===== config.mk =====
export PLATFORM = sky130hd
export DESIGN_NAME = smrt_trigger_regs
export DESIGN_NICKNAME = d
export VERILOG_FILES = /design/src/hw/smrt_pkg.sv /design/src/hw/smrt_trigger_regs.sv /design/src/hw/smrt_priority_pick.sv
export VERILOG_INCLUDE_DIRS = /design/src /design/src/hw
export SDC_FILE = /design/constraint.sdc
export NUM_CORES = 1
export LEC_CHECK = 0
export BUFFER_PORTS_ARGS = -buffer_cell sky130_fd_sc_hd__buf_4
export CAP_MARGIN = 10
export CELL_PAD_IN_SITES_DETAIL_PLACEMENT = 1
export CELL_PAD_IN_SITES_GLOBAL_PLACEMENT = 1
export CORE_AREA = 2 2 86 149
export DETAILED_ROUTE_END_ITERATION = 16
export DIE_AREA = 0 0 88 151
export PLACE_DENSITY_LB_ADDON = 0.1
export SLEW_MARGIN = 20
export SYNTH_ARGS = -nofsm -noshare
export SYNTH_HDL_FRONTEND = slang
export SYNTH_HIERARCHICAL = 1
export SYNTH_SLANG_ARGS = --single-unit

===== constraint.sdc =====
create_clock -name clock -period 3.3 [get_ports clock]
set_input_delay 0.66 -clock clock [delete_from_list [all_inputs] [get_ports clock]]
set_output_delay 0.66 -clock clock [all_outputs]
set_load 0.02 [all_outputs]

===== src/hw/smrt_defines.svh =====
`ifndef SMRT_DEFINES_SVH
`define SMRT_DEFINES_SVH

// Register addresses
`define SMRT_ADDR_DIAG     8'h05
`define SMRT_ADDR_CTRL     8'h06
`define SMRT_ADDR_CFG_A    8'h07
`define SMRT_ADDR_CFG_B    8'h08
`define SMRT_ADDR_HALT     8'h0B
`define SMRT_ADDR_STATUS   8'h0C
`define SMRT_ADDR_PEND_HI  8'h0D
`define SMRT_ADDR_PEND_LO  8'h0E
`define SMRT_ADDR_COUNT    8'h0F

// Reset values
`define SMRT_TRIG_RESET    8'h00
`define SMRT_HALT_RESET    1'b0

// Field positions
`define SMRT_HALT_BIT      4
`define SMRT_STAT_BUSY     0
`define SMRT_STAT_HALTED   1
`define SMRT_STAT_SENDING  2
`define SMRT_CTRL_MASK     8'h0F

// Readout selector bases in the combined pending vector
`define SMRT_SEL_BASE_CFG_B  5'h00
`define SMRT_SEL_BASE_CFG_A  5'h08
`define SMRT_SEL_BASE_CTRL   5'h10
`define SMRT_SEL_BASE_DIAG   5'h18

`endif


===== src/hw/smrt_pkg.sv =====
package smrt_pkg;

  typedef enum logic [1:0] {
    SMRT_IDLE  = 2'b00,
    SMRT_FETCH = 2'b01,
    SMRT_WAIT  = 2'b10,
    SMRT_SEND  = 2'b11
  } smrt_state_e;

  typedef logic [4:0]  smrt_sel_t;
  typedef logic [31:0] smrt_pend_t;
  typedef logic [7:0]  smrt_byte_t;

endpackage


===== src/hw/smrt_trigger_regs.sv =====
//
// Contract
// - Writing 1 to diag trigger bit 7 queues the ignition fault register readout.
// - Diag trigger bits 6 and 5 queue half-bridge fault registers 1 and 0.
// - Diag trigger bits 4 down to 0 queue output fault registers 4..0.
// - Control trigger bits 3 down to 0 queue control registers 3..0.
// - Offset 007 bits 7 and 6 queue half-bridge setup registers 1 and 0.
// - Offset 007 bits 5 down to 0 queue output setup registers 5..0.
// - Offset 008 bits 7 and 6 queue engine-off-timer setup registers 1 and 0.
// - Offset 008 bits 5..0 queue sensor, operating, comms and ignition setup reads.
// - A written 0 queues nothing and changes nothing.
// - Several set bits are read out from most to least significant.
// - All trigger bits reset to 0.
// - While upstream halt is 1, no readout data is sent upstream.
//
// Local design decision: the strobed register port.
`timescale 1ns/1ps

`include "smrt_defines.svh"

module smrt_trigger_regs
  import smrt_pkg::*;
(
  input  wire logic       clock,
  input  wire logic       rst,
  input  wire logic [7:0] regAddr,
  input  wire logic [7:0] regWrData,
  input  wire logic       regWrEn,
  input  wire logic       regRdEn,
  output logic      [7:0] regRdData,
  output logic            fetchReq,
  output logic      [4:0] fetchSel,
  input  wire logic       fetchValid,
  input  wire logic [7:0] fetchData,
  output logic            upValid,
  output logic      [4:0] upSel,
  output logic      [7:0] upData,
  input  wire logic       upReady,
  output logic            upstreamHalt,
  output logic            readoutBusy
);

  ////////////////////////////////////////////////////////////////////////////
  // Declarations

  smrt_pend_t  pendQ;
  smrt_pend_t  pendSet;
  smrt_pend_t  pendClr;
  smrt_state_e stateQ;
  smrt_state_e stateD;
  smrt_sel_t   pickSel;
  logic        pickAny;
  smrt_sel_t   curSelQ;
  smrt_pend_t  pendNext;
  logic        takeNext;
  logic        wordLoad;
  logic        haltQ;
  logic [7:0]  countQ;
  logic [7:0]  rdDataD;
  logic        wrDiag;
  logic        wrCtrl;
  logic        wrCfgA;
  logic        wrCfgB;
  logic        wrHalt;
  logic        sendDone;

  ////////////////////////////////////////////////////////////////////////////
  // Write decode

  always_comb begin
    wrDiag = 1'b0;
    wrCtrl = 1'b0;
    wrCfgA = 1'b0;
    wrCfgB = 1'b0;
    wrHalt = 1'b0;
    if (!regWrEn) begin
      wrDiag = 1'b0;
    end else if (regAddr == `SMRT_ADDR_DIAG) begin
      wrDiag = 1'b1;
    end else if (regAddr == `SMRT_ADDR_CTRL) begin
      wrCtrl = 1'b1;
    end else if (regAddr == `SMRT_ADDR_CFG_A) begin
      wrCfgA = 1'b1;
    end else if (regAddr == `SMRT_ADDR_CFG_B) begin
      wrCfgB = 1'b1;
    end else if (regAddr == `SMRT_ADDR_HALT) begin
      wrHalt = 1'b1;
    end
  end

  ////////////////////////////////////////////////////////////////////////////
  // Pending readout requests

  // Only ones written set a request; zeros are ignored
  always_comb begin
    pendSet = '0;
    if (wrDiag) begin
      // Bit 7 ignition, 6..5 half-bridge, 4..0 output faults
      pendSet[`SMRT_SEL_BASE_DIAG +: 8] = regWrData;
    end
    if (wrCtrl) begin
      pendSet[`SMRT_SEL_BASE_CTRL +: 8] = regWrData & `SMRT_CTRL_MASK;
    end
    if (wrCfgA) begin
      // Bits 7..6 half-bridge setup, 5..0 output setup
      pendSet[`SMRT_SEL_BASE_CFG_A +: 8] = regWrData;
    end
    if (wrCfgB) begin
      // Bits 7..6 timer, 5..4 sensor, 3 operating, 2..1 comms, 0 ignition
      pendSet[`SMRT_SEL_BASE_CFG_B +: 8] = regWrData;
    end
  end

  // Highest pending request is taken while idle
  assign takeNext = (stateQ == SMRT_IDLE) && pickAny;

  // Request leaves the queue when its fetch is issued
  always_comb begin
    pendClr = '0;
    if (takeNext) begin
      pendClr[pickSel] = 1'b1;
    end
  end

  // A new request in the clearing cycle is kept
  assign pendNext = (pendQ & ~pendClr) | pendSet;

  // Pending queue
  always_ff @(posedge clock) begin
    if (rst) begin
      pendQ <= '0;
    end else begin
      pendQ <= pendNext;
    end
  end

  // Highest pending bit is served first
  smrt_priority_pick #(
    .WIDTH (32),
    .SELW  (5)
  ) u_pick (
    .reqVec (pendQ),
    .anySet (pickAny),
    .topSel (pickSel)
  );

  ////////////////////////////////////////////////////////////////////////////
  // Upstream halt command

  always_ff @(posedge clock) begin
    if (rst) begin
      haltQ <= `SMRT_HALT_RESET;
    end else if (wrHalt) begin
      haltQ <= regWrData[`SMRT_HALT_BIT];
    end
  end

  ////////////////////////////////////////////////////////////////////////////
  // Readout sequencer

  assign sendDone = upValid && upReady;

  // Fetch answer arrives while waiting
  assign wordLoad = (stateQ == SMRT_WAIT) && fetchValid;

  always_comb begin
    stateD = stateQ;
    case (stateQ)
      SMRT_IDLE: begin
        if (pickAny) begin
          stateD = SMRT_FETCH;
        end
      end
      SMRT_FETCH: begin
        stateD = SMRT_WAIT;
      end
      SMRT_WAIT: begin
        if (fetchValid) begin
          stateD = SMRT_SEND;
        end
      end
      SMRT_SEND: begin
        if (sendDone) begin
          stateD = SMRT_IDLE;
        end
      end
      default: begin
        stateD = SMRT_IDLE;
      end
    endcase
  end

  // State register
  always_ff @(posedge clock) begin
    if (rst) begin
      stateQ <= SMRT_IDLE;
    end else begin
      stateQ <= stateD;
    end
  end

  // Selected register latched when it leaves the queue
  always_ff @(posedge clock) begin
    if (rst) begin
      curSelQ <= '0;
    end else if (takeNext) begin
      curSelQ <= pickSel;
    end
  end

  // Fetch strobe towards the target register file
  always_ff @(posedge clock) begin
    if (rst) begin
      fetchReq <= 1'b0;
      fetchSel <= '0;
    end else begin
      fetchReq <= takeNext;
      if (takeNext) begin
        fetchSel <= pickSel;
      end
    end
  end

  ////////////////////////////////////////////////////////////////////////////
  // Upstream word output

  // Offer withheld while halted; word stays until accepted
  always_ff @(posedge clock) begin
    if (rst) begin
      upValid <= 1'b0;
    end else if (sendDone) begin
      upValid <= 1'b0;
    end else begin
      upValid <= (stateD == SMRT_SEND) && !haltQ;
    end
  end

  // Word captured from the fetch answer, selector from curSelQ
  always_ff @(posedge clock) begin
    if (rst) begin
      upSel  <= '0;
      upData <= '0;
    end else if (wordLoad) begin
      upSel  <= curSelQ;
      upData <= fetchData;
    end
  end

  // Status copies
  always_ff @(posedge clock) begin
    if (rst) begin
      upstreamHalt <= 1'b0;
      readoutBusy  <= 1'b0;
    end else begin
      upstreamHalt <= haltQ;
      readoutBusy  <= (stateD != SMRT_IDLE) || (pendNext != '0);
    end
  end

  // Completed readouts, wrapping
  always_ff @(posedge clock) begin
    if (rst) begin
      countQ <= '0;
    end else if (sendDone) begin
      countQ <= countQ + 8'h01;
    end
  end

  ////////////////////////////////////////////////////////////////////////////
  // Read path

  // Trigger registers are write-only and read as zero
  always_comb begin
    rdDataD = 8'h00;
    if (regAddr == `SMRT_ADDR_HALT) begin
      rdDataD = 8'h00;
      rdDataD[`SMRT_HALT_BIT] = haltQ;
    end else if (regAddr == `SMRT_ADDR_STATUS) begin
      rdDataD[`SMRT_STAT_BUSY]    = (stateQ != SMRT_IDLE) || pickAny;
      rdDataD[`SMRT_STAT_HALTED]  = haltQ && (stateQ == SMRT_SEND);
      rdDataD[`SMRT_STAT_SENDING] = upValid;
    end else if (regAddr == `SMRT_ADDR_PEND_HI) begin
      rdDataD = pendQ[`SMRT_SEL_BASE_DIAG +: 8];
    end else if (regAddr == `SMRT_ADDR_PEND_LO) begin
      rdDataD = pendQ[`SMRT_SEL_BASE_CFG_A +: 8];
    end else if (regAddr == `SMRT_ADDR_COUNT) begin
      rdDataD = countQ;
    end
  end

  // Data stand one cycle after the strobe, zero otherwise
  always_ff @(posedge clock) begin
    if (rst) begin
      regRdData <= 8'h00;
    end else if (regRdEn) begin
      regRdData <= rdDataD;
    end else begin
      regRdData <= 8'h00;
    end
  end

endmodule


===== src/hw/smrt_priority_pick.sv =====
`timescale 1ns/1ps

module smrt_priority_pick #(
  parameter int WIDTH = 32,
  parameter int SELW  = 5
) (
  input  wire logic [WIDTH-1:0] reqVec,
  output logic                  anySet,
  output logic [SELW-1:0]       topSel
);

  // Highest set bit wins
  always_comb begin
    anySet = 1'b0;
    topSel = '0;
    for (int i = 0; i < WIDTH; i++) begin
      if (reqVec[i]) begin
        anySet = 1'b1;
        topSel = SELW'(i);
      end
    end
  end

endmodule


==> results of run 1 <==
state kept, by name, indices dropped and copies added, names as in the netlist:
name,cells
countQ,8
fetchReq,1
fetchSel,5
haltQ,1
pendQ,32
readoutBusy,1
regRdData,8
stateQ,2
upData,8
upSel,5
upValid,1
upstreamHalt,1
routing by layer:
metal / global-route usage / vias up / share of wire
li1: - / 1781 / -
met1: 0.224 / 1828 / 0.37
met4: 0.138 / 0 / 0.056
met2: 0.402 / 95 / 0.54
met3: 0.0343 / 39 / 0.035
met5: 0 / - / 0
synthesized netlist by cell type, types with 5 or more instances:
library cell	number
a22o_1	6
or3_1	7
and2_1	15
o21ai_0	14
inv_1	10
clkbuf_1	19
nor2b_1	5
nor2_1	57
nor3_1	9
a21oi_1	40
o31ai_1	9
dfxtp_1	73
nand2b_1	5
nand2_1	51
nor4_1	5
and3_1	5
nand4_1	7
or4_1	7
a211oi_1	6
o31a_1	9
mux2i_1	12
repair_timing:
| action | CTS | global route |
|---|---|---|
| buffers inserted | 11 | 3 |
| pin swaps | 16 | 14 |
| resized for setup | 24 | 12 |
| setup endpoints to repair | 1 | 2 |
tightest hold or removal path, stage by stage (launching register included):
cell and delay [ns]:
dfxtp_1 0.31, nand2_1 0.05, a21oi_1 0.05
cell families after synthesis:
group,Yosys count,synth area share
fa+ha+maj,1,0.00354
xor+xnor,5,0.0124
flops,73,0.413
mux,13,0.0403
buf+inv,34,0.0393
compound gates,109,0.203
simple gates,197,0.288
worst min path at each step:
stage                      startpoint                      to  slack [ns]  depth (start not counted)
3_3_place_gp   upData[7]$_SDFFE_PP0P_  upData[7]$_SDFFE_PP0P_        0.44                          2
3_5_place_dp    upSel[0]$_SDFFE_PP0P_   upSel[0]$_SDFFE_PP0P_        0.45                          2
6_report       upData[4]$_SDFFE_PP0P_  upData[4]$_SDFFE_PP0P_        0.45                          2
5_1_grt        upData[2]$_SDFFE_PP0P_  upData[2]$_SDFFE_PP0P_        0.48                          2
4_1_cts         upSel[0]$_SDFFE_PP0P_   upSel[0]$_SDFFE_PP0P_        0.46                          2
2_1_floorplan  countQ[7]$_SDFFE_PP0P_  countQ[7]$_SDFFE_PP0P_        0.46                          2
metrics by stage:
step,TNS (ns),setup WS [ns],cell area [sq um],power [W]
after floorplan,0,0.270,3540,0.000958
after global routing,-0.338,-0.199,5100,0.00224
final,-0.0642,-0.0642,5100,0.00218
after global placement,-0.333,-0.333,4490,0.00102
after CTS,-0.0432,-0.0432,5000,0.00220
after detailed placement,-0.330,-0.330,4490,0.00102
power by group through the flow:
stage	sequential (W)	clock (W)	combinational [W]
floorplan	0.000908	0	0.0000495
global placement	0.000907	0	0.000113
detailed placement	0.000907	0	0.000113
CTS	0.000887	0.00119	0.000116
global route	0.000888	0.00123	0.000127
finish	0.000888	0.00117	0.000117
cell type report:
class	instances	share of cell area
Clock buffer	9	0.0442
Clock inverter	7	0.0248
Inverter	10	0.00737
Multi-Input combinational cell	325	0.409
Sequential cell	73	0.288
Tap cell	165	0.0405
Timing Repair Buffer	127	0.187
==> parameters.txt, run 1 <==
Parameter                              Value

Power
  LEAKAGE    approximately 2.1 nW
  PD cells    ~430 nW/um^2
  Worst vdd ir    242 uV
  Internal power    around 0.0017 W
  Share of total power in the clock network    0.538
  Reported net switching power    0.000495 W
  Switching power share of the total    0.228
  Combinational cell fraction of total power    0.054
  Sequential cell fraction of total power    0.408

Final layout
  Proportion of layout cells with a drive suffix above 1    0.325
  Sequential cell area    roughly 1500 sq um
  Top library cells by usage in the layout, fill and taps aside    buf_4 (127), dfxtp_1 (70), nor2_1 (56), nand2_1 (51), a21oi_1 (36)
  Antenna diodes    0
  Final Net Count    577
  Leading cell type in the layout, fill and taps excluded    buf_4
  Multi-input combinational cell area    around 2100 sq um
  Core Util, Final    0.425
  Fill cell instance count of the final layout    1418
  Layout overhead on the synthesized area    44.1%
  Number of standard cells in the final layout excluding fillers    716

Placement
  Input/output buffers    59
  Half-perimeter wire length after placement    10900 um
  Gp weighted congestion    0.934
  Placed instance count    686

Clocking
  # H-tree levels    3
  Hold_buf cts    0
  Clock latency on the worst-skew pair    0.34 ns
  CTS buffer count    9
  CTS Root Buffer Type    clkbuf_16
  Clock Pin Slew Worst Setup and Hold Paths    around 0.07 ns
  Clock Path Buffers    2
  CTS sink cnt    73
  Clock tree from TritonCTS    yes

Synth
  Total of flip-flops plus latches after synthesis    73
  Number of enable-type register cells in the synthesized netlist    0
  Dominant cells by area after synthesis    dfxtp_1 (41%), nor2_1 (6.0%), a21oi_1 (5.7%)
  Ys Warns    6
  Async set or reset register ratio after synthesis    0
  Post-Syn Instances    between 400 and 500
  Main synth FF type    dfxtp_1
  Area fraction of the dominant cell type after synthesis    0.413
  Unique masters post-synth    57
  Library cell occupying the most area in the post-synthesis netlist    dfxtp_1
  Post-Syn Area    between 3000 and 4000 sq um
  Post-synthesis net count    463
  Share of the yosys chip area belonging to registers    0.413
  Mean instance size in the synthesized netlist    8.19 sq um

Critical path
  Crit path largest cell delay    0.59 ns
  Cell depth of the worst flop-to-flop path    11
  Worst setup path category    flip-flop to flip-flop
  Worst path required time    around 3.5 ns
  Count of buffering cells on the critical path with inverters included    2
  Crit-path max FO    6
  Critical register-to-register path startpoint    pendQ[12]$_SDFF_PP0_
  Internal reg-to-reg setup slack    -0.06 ns
  Depth of the critical timing path with buffers and inverters included    11
  Cell repeated most along the worst path    buf_4
  Worst flop-to-flop path endpoint    readoutBusy$_SDFF_PP0_
  Crit path from    pendQ[12]$_SDFF_PP0_
  Highest-delay cell along the critical path    or4_1
  Crit path capture type    flip-flop
  Sort of element at the start of the critical path    flip-flop
  Capturing instance or port of the critical path    readoutBusy$_SDFF_PP0_
  Dominant delay contributor by cell family on the critical path    compound AO/OA/AOI/OAI gates
  Arrival time of data at the critical path endpoint    ~3.6 ns
  Critical path cell sequence    buf_4 -> buf_4 -> or4_1 -> o21ai_1 -> a31o_1 -> nand2b_1 -> or3_1 -> a22o_1 -> a221oi_2 -> nand4b_1 -> o41a_1

STA
  RSZ-0062 raised after global routing    yes
  Max Freq    297 MHz
  Hold Slack    0.454 ns
  Shortest period the worst path allows    3.36 ns
  Post-route setup slack    -0.0642 ns
  Period utilization    1.02
  Count of final max-slew check failures    0
  Max Clock Skew    0.00831 ns
  Slew @ Worst Pin    0.724 ns
  Worst slew margin    0.513
  Count of final hold-check violations    0
  Final setup vio count    1

Floorplanning
  Effective utilization at floorplan    0.295
  Number of placement rows    between 50 and 60
  Die span in x    a little under 90 um
  Boundary Pins    60
  DIE HEIGHT    151 um
  Standard cell core area    12000 sq um
  Full die area    13300 sq um

Detailed routing
  Detailed-routing iteration count for the pre-antenna-repair pass    4
  Detail-routed via count per cell    5.23
  Number of DRC violations after detailed routing    0
  Number of vias after detailed routing    3743
  Post-DRT Antenna Nets    0
  Final routed wirelength across all metal layers    14100 um
  Average detailed-routed wire length per instance    between 15 and 20 um
  DRC violation total after the first TritonRoute iteration    85

Global routing
  Total grt overflow    0
  Vias in the first global route    3822
  Wire length of the first global-routing pass    ~21000 um
  Overall track demand over capacity in global routing    0.219
  Initial antenna violation count    0
  Largest net degree at the start of global routing    50

Min path
  Kind of path behind the tightest hold check    flip-flop to flip-flop

Flow run
  Max Cap Viol    0

Run status
  Run status    finished with violations
  Violated checks    negative setup slack
Power figures use the tool's default switching activity.
==> inputs of run 2 (changes only) <==
- CORE_AREA: 2 2 86 149 -> 2 2 75 131
- DIE_AREA: 0 0 88 151 -> 0 0 77 133
- PLACE_DENSITY: default -> 0.88
- PLACE_DENSITY_LB_ADDON: 0.1 -> default
- SYNTH_HIERARCHICAL: 1 -> default
==> run 2 against run 1 <==
Net effect:
- the flow now finishes without violations
- worst hold slack improved by 0.0012 ns
- setup slack improved by 0.34 ns
- first-iteration DRC count rose by 140%
- design area fell by 7.8%
- flip-flop and latch count did not move
- largest power group unchanged
- clock-buffer cell count rose by 1
==> parameters.txt, run 2 <==
Parameter                              Value

STA
  Shortest period the worst path allows    3.02 ns (-0.339 ns)
  Setup total negative slack    0 ns (+0.0642 ns)
  Max Freq    331 MHz (+11%)
  Worst slew margin    0.410 (-0.103)
  Final setup vio count    0 (-1)
  RSZ-0062 raised after global routing    no
  Max Clock Skew    0.00543 ns (-0.00287 ns)
  Count of final hold-check violations    0 (unchanged)
  Count of final max-slew check failures    0 (unchanged)
  Period utilization    0.917 (-0.103)
  Hold Slack    0.455 ns (+0.00117 ns)
  Slew @ Worst Pin    0.885 ns (+0.161 ns)

Final layout
  Proportion of layout cells with a drive suffix above 1    0.212 (-0.113)
  Multi-input combinational cell area    2100 sq um (+0.78%)
  Antenna diodes    0 (unchanged)
  Flip-flop count of the largest register after layout    32 (unchanged)
  Top library cells by usage in the layout, fill and taps aside    buf_4 (79), nand2_1 (75), dfxtp_1 (73), a21oi_1 (56), nor2_1 (41)
  Sequential cell area    1460 sq um (-0.26%)
  Final Net Count    561 (-2.8%)
  Layout overhead on the synthesized area    27.7%
  Fill cell instance count of the final layout    1171 (-17%)
  Largest register by flop count    pendQ
  Leading cell type in the layout, fill and taps excluded    buf_4

Min path
  Startpoint of the most critical hold path    upData[7]$_SDFFE_PP0P_
  Kind of path behind the tightest hold check    flip-flop to flip-flop

Synth
  Number of enable-type register cells in the synthesized netlist    0 (unchanged)
  Unique masters post-synth    64 (+12%)
  Library cell occupying the most area in the post-synthesis netlist    dfxtp_1
  Async set or reset register ratio after synthesis    0 (unchanged)
  Most numerous cell in the Yosys netlist    nand2_1
  Share of the yosys chip area belonging to registers    0.397 (-0.0161)
  Main synth FF type    dfxtp_1
  Post-Syn Instances    460 (+6.5%)
  Post-Syn Area    3680 sq um (+4.1%)
  Ys Warns    0 (-6)
  Mean instance size in the synthesized netlist    8.00 sq um (-2.3%)
  Post-synthesis net count    491 (+6.0%)
  Area fraction of the dominant cell type after synthesis    0.397 (-0.0161)
  Total of flip-flops plus latches after synthesis    73 (unchanged)
  Top cells by instance count after synthesis    nand2_1 (75), dfxtp_1 (73), a21oi_1 (56)
  Dominant cells by area after synthesis    dfxtp_1 (40%), nand2_1 (7.6%), a21oi_1 (7.6%)

Detailed routing
  Number of DRC violations after detailed routing    0 (unchanged)
  DRC violation total after the first TritonRoute iteration    200 (+140%)
  Number of vias after detailed routing    4047 (+8.1%)
  Average detailed-routed wire length per instance    23.0 um (+17%)
  Final routed wirelength across all metal layers    15100 um (+7.0%)
  Post-DRT Antenna Nets    0 (unchanged)
  Detailed-routing iteration count for the pre-antenna-repair pass    4 (unchanged)
  Detail-routed via count per cell    6.17 (+18%)

Critical path
  Crit path capture type    flip-flop
  Worst setup path category    flip-flop to flip-flop
  Worst path required time    3.48 ns (-0.05 ns)
  Crit path from    pendQ[14]$_SDFF_PP0_
  Critical register-to-register path startpoint    pendQ[14]$_SDFF_PP0_
  Arrival time of data at the critical path endpoint    3.21 ns (-0.38 ns)
  Crit-path max FO    8 (+2)
  Sort of element at the start of the critical path    flip-flop

Clocking
  Clock tree from TritonCTS    yes
  # H-tree levels    3 (unchanged)
  Clock Path Buffers    2 (unchanged)
  Clock latency on the worst-skew pair    0.34 ns (about the same)
  CTS sink cnt    73 (unchanged)
  CTS buffer count    9 (unchanged)
  CTS Root Buffer Type    clkbuf_16
  Clock Pin Slew Worst Setup and Hold Paths    0.06 ns (about the same)

Global routing
  Largest net degree at the start of global routing    68 (+36%)
  Wire length of the first global-routing pass    23400 um (+10%)
  Vias in the first global route    4301 (+13%)
  Initial antenna violation count    0 (unchanged)
  Overall track demand over capacity in global routing    0.303 (+0.0838)
  Total grt overflow    0 (unchanged)

Floorplanning
  Effective utilization at floorplan    0.396 (+0.101)
  Die span in x    77 um (-13%)
  Number of placement rows    47 (-11%)
  Boundary Pins    60 (unchanged)
  Standard cell core area    9290 sq um (-23%)
  Full die area    10200 sq um (-23%)
  DIE HEIGHT    133 um (-12%)

Power
  Reported net switching power    0.000577 W (+17%)
  Switching power share of the total    0.241 (+0.0132)
  Internal power    0.00182 W (+8.2%)
  Sequential cell fraction of total power    0.385 (-0.023)
  PD cells    510 nW/um^2 (+19%)
  Share of total power in the clock network    0.496 (-0.042)
  LEAKAGE    1.83 nW (-13%)
  Combinational cell fraction of total power    0.119 (+0.065)
  Worst vdd ir    326 uV (+35%)

Run status
  Run status    completed

Placement
  Half-perimeter wire length after placement    11300 um (+3.1%)
  Gp weighted congestion    1.11 (+19%)
  Input/output buffers    59 (unchanged)

Flow run
  Max Cap Viol    0 (unchanged)
## run 2: cell types whose count changed after synthesis, sizes merged, moves of 5 or more
cell and delta:
o31a -7, nor2 -15, o31ai +9, nand2 +24, a21oi +16, mux2i -11, clkbuf -5, a22oi +14
nor4 +11, and2 -13
## run 2: path summary, 6_finish.rpt
| check | slack, ns | depth (start not counted) | endpoint |
|---|---|---|---|
| worst min-delay path | 0.46 | 2 | upData[7]$_SDFFE_PP0P_ |
| worst max register to register | 0.28 | 9 | readoutBusy$_SDFF_PP0_ |
| worst max-delay path | 0.28 | 9 | readoutBusy$_SDFF_PP0_ |
| worst min register to register | 0.46 | 2 | upData[7]$_SDFFE_PP0P_ |
## run 2: cell type report
cell class / count / share of cell area
clock buffer: 10 / 0.0487
clock inverter: 5 / 0.0274
inverter: 10 / 0.00799
multi-input combinational: 357 / 0.446
sequential: 73 / 0.311
tap: 122 / 0.0325
timing repair buffer: 79 / 0.126
## run 2: metrics by stage
stage	total power [W]	area (sq um)	worst slack [ns]	util	cells
floorplan	0.00108	3680	0.670	-	460
global placement	0.00121	4340	0.386	0.467	641
detailed placement	0.00122	4340	0.341	0.467	641
CTS	0.00240	4690	0.254	0.505	656
global route	0.00246	4700	0.0704	0.506	656
finish	0.00240	4700	0.275	0.506	656
## run 2: per-layer routing
metal  up-vias  GRT usage  part of all wire
met5         -          0                 0
met4         0      0.270             0.095
met3        91     0.0634             0.050
met2       191      0.538              0.52
met1      1920      0.287              0.34
li1       1845          -                 -
## run 2: power by group through the flow
stage | Clock, W | Combinational [W] | Sequential, W
floorplan | 0 | 0.000132 | 0.000949
global placement | 0 | 0.000272 | 0.000938
detailed placement | 0 | 0.000276 | 0.000939
CTS | 0.00120 | 0.000280 | 0.000921
global route | 0.00123 | 0.000304 | 0.000923
finish | 0.00119 | 0.000285 | 0.000922
## run 2: critical path, stage by stage (launching register included)
cell and delay (ns):
dfxtp_1 0.54, inv_1 0.12, a21oi_1 0.27, o2111ai_1 0.24, o221ai_1 0.62, nand2_1 0.14
buf_4 0.20, o22a_2 0.24, nor4_1 0.35, a41oi_1 0.15
## run 2: logic make-up (layout without fill, tap and decap cells)
group | after synthesis | count (layout) | share of synthesized area
AND/OR/NAND/NOR | 209 | 209 | 0.301
AO/OA/AOI/OAI | 141 | 141 | 0.249
flip-flops | 73 | 73 | 0.397
buffers and inverters | 30 | 104 | 0.0347
XOR/XNOR | 5 | 5 | 0.0119
adder cells (fa/ha/maj) | 1 | 1 | 0.00340
multiplexers | 1 | 1 | 0.00272
## run 2: what timing repair did
item / CTS / global route
hold buffers: 0 / 0
setup buffers: 0 / 0
resized for setup: 0 / 1
endpoints found under the setup margin: 0 / 1
==> inputs of run 3 (changes only) <==
- CELL_PAD_IN_SITES_DETAIL_PLACEMENT: 1 -> default
- CELL_PAD_IN_SITES_GLOBAL_PLACEMENT: 1 -> default
- CORE_AREA: 2 2 75 131 -> 2 2 65 113
- DIE_AREA: 0 0 77 133 -> 0 0 67 115
==> run 3 against run 2 <==
Net effect:
- sequential share of layout area grew 0.77 points
- cell count shrank 5.9%
- utilization grew 17 points
- flip-flop and latch count is the same
- clock-buffer cell count grew 1
- combinational power shrank 4%
- via count grew 0.62%
- non-clock buffer count shrank 2
- first-iteration DRC count grew 84%
- maximum frequency shrank 1.4%
==> parameters.txt, run 3 (synthesized netlist as in run 2, its figures left out) <==
Parameter                              Value

Detailed routing
  Post-DRT Antenna Nets    0 (unchanged)
  Number of vias after detailed routing    4072 (+0.62%)
  Highest metal layer with signal wires    met4
  Detailed-routing iteration count for the pre-antenna-repair pass    9 (+5)
  Met2 wire len    6760 um (-13%)
  Detail-routed via count per cell    6.60 (+7.0%)
  Number of DRC violations after detailed routing    0 (unchanged)
  Final routed wirelength across all metal layers    13300 um (-12%)
  M1 WL    4430 um (-13%)
  DRC violation total after the first TritonRoute iteration    368 (+84%)
  Average detailed-routed wire length per instance    21.6 um (-6.2%)
  Amount of wire on met3 after detailed routing    1030 um (+36%)

STA
  Count of final hold-check violations    0 (unchanged)
  RSZ-0062 raised after global routing    no
  Count of final max-slew check failures    0 (unchanged)
  Worst slew margin    0.388 (-0.0215)
  Final setup vio count    0 (unchanged)
  Hold Slack    0.462 ns (+0.00647 ns)
  Post-route setup slack    0.234 ns (-0.0417 ns)
  Max Freq    326 MHz (-1.4%)
  Setup total negative slack    0 ns (unchanged)
  Shortest period the worst path allows    3.07 ns (+0.0417 ns)
  Period utilization    0.929 (+0.0126)
  Slew @ Worst Pin    0.911 ns (+0.0261 ns)
  Max Clock Skew    0.00701 ns (+0.00157 ns)

Final layout
  Proportion of layout cells with a drive suffix above 1    0.210 (-0.00148)
  Largest register by flop count    pendQ
  Core Util, Final    0.674 (+0.168)
  Antenna diodes    0 (unchanged)
  Final Net Count    559 (-0.36%)
  Layout overhead on the synthesized area    24.6%
  Top library cells by usage in the layout, fill and taps aside    buf_4 (77), nand2_1 (75), dfxtp_1 (73), a21oi_1 (56), nor2_1 (41)
  Leading cell type in the layout, fill and taps excluded    buf_4
  Flip-flop count of the largest register after layout    32 (unchanged)

Critical path
  Crit path largest cell delay    0.54 ns (-0.08 ns)
  Highest-delay cell along the critical path    or3_1
  Crit-path max FO    8 (unchanged)
  Worst setup path category    flip-flop to flip-flop
  Crit path capture type    flip-flop
  Sort of element at the start of the critical path    flip-flop
  Critical path cell sequence    nor4_4 -> nand3_1 -> or3_1 -> a22o_2 -> a211oi_1 -> nand4_1 -> nor4_1 -> a41oi_1
  Worst path required time    3.48 ns (about the same)
  Arrival time of data at the critical path endpoint    3.25 ns (+0.04 ns)

Global routing
  Largest net degree at the start of global routing    68 (unchanged)
  Total grt overflow    0 (unchanged)
  Overall track demand over capacity in global routing    0.367 (+0.0636)
  Initial antenna violation count    0 (unchanged)
  Wire length of the first global-routing pass    20700 um (-11%)
  Vias in the first global route    4078 (-5.2%)

Power
  Worst vdd ir    349 uV (+6.9%)
  PD cells    472 nW/um^2 (-7.4%)
  Final total power    0.00216 W (-9.6%)
  LEAKAGE    1.80 nW (-1.9%)

Clocking
  CTS Root Buffer Type    clkbuf_16
  CTS sink cnt    73 (unchanged)
  # H-tree levels    3 (unchanged)
  Clock tree from TritonCTS    yes
  CTS buffer count    9 (unchanged)
  Clock Path Buffers    2 (unchanged)
  Number of setup buffers added after CTS    0 (unchanged)
  Clock latency on the worst-skew pair    0.34 ns (about the same)
  Clock Pin Slew Worst Setup and Hold Paths    0.06 ns (about the same)
  Hold_buf cts    0 (unchanged)

Floorplanning
  Die span in x    67 um (-13%)
  Effective utilization at floorplan    0.541 (+0.145)
  Full die area    7710 sq um (-25%)
  Standard cell core area    6810 sq um (-27%)
  Boundary Pins    60 (unchanged)
  DIE HEIGHT    115 um (-14%)
  Number of placement rows    40 (-15%)

Flow run
  Max Cap Viol    0 (unchanged)

Min path
  Kind of path behind the tightest hold check    flip-flop to flip-flop

Placement
  Gp weighted congestion    1.04 (-6.4%)
  Post-Place Worst Slack    0.309 ns (-0.0319 ns)
  Half-perimeter wire length after placement    9650 um (-14%)
  Input/output buffers    59 (unchanged)

Run status
  Run status    completed
[run 3: layout make-up]
| type | count | area (sq um) |
|---|---|---|
| Inverter | 10 | 37.5 |
| Timing Repair Buffer | 77 | 578 |
| Tap cell | 84 | 105 |
| Clock buffer | 11 | 243 |
| Fill cell | 596 | 2220 |
| Multi-Input combinational cell | 357 | 2110 |
| Clock inverter | 5 | 55.1 |
| Sequential cell | 73 | 1460 |
[run 3: path summary, 6_finish.rpt]
path	cells past startpoint	slack, ns	to	startpoint
setup / recovery	8	0.23	readoutBusy$_SDFF_PP0_	pendQ[29]$_SDFF_PP0_
hold / removal	2	0.46	upSel[0]$_SDFFE_PP0P_	upSel[0]$_SDFFE_PP0P_
setup reg to reg	8	0.23	readoutBusy$_SDFF_PP0_	pendQ[29]$_SDFF_PP0_
hold reg to reg	2	0.46	upSel[0]$_SDFFE_PP0P_	upSel[0]$_SDFFE_PP0P_
[run 3: power by group]
group          total (W)  internal, W  switching [W]  leakage, nW
logic           0.000274     0.000104       0.000171         1.07
registers       0.000920     0.000901      0.0000182        0.589
clock network   0.000970     0.000603       0.000368        0.142
total            0.00216      0.00161       0.000557         1.80
[run 3: through the flow]
stage	area [sq um]	cells
after detailed placement	4270	601
after global routing	4590	617
after global placement	4270	601
after floorplan	3680	460
final	4590	617
after CTS	4570	617
[run 3: critical path: cells and delay by family (launching register included)]
family / cells / cell delay, ns
flip-flops: 1 / 0.41
AND/OR/NAND/NOR: 5 / 1.74
AO/OA/AOI/OAI: 3 / 0.75
[run 3: routing by layer]
layer  global-route usage  vias up
li1                     -     1848
met1                0.379     1893
met2                0.628      245
met3               0.0636       86
met4                0.295        0
met5                    0        -
[run 3: timing repair]
item                       CTS  global route
hold endpoints to repair     0             0
setup endpoints to repair    0             1
resized for setup            0             2
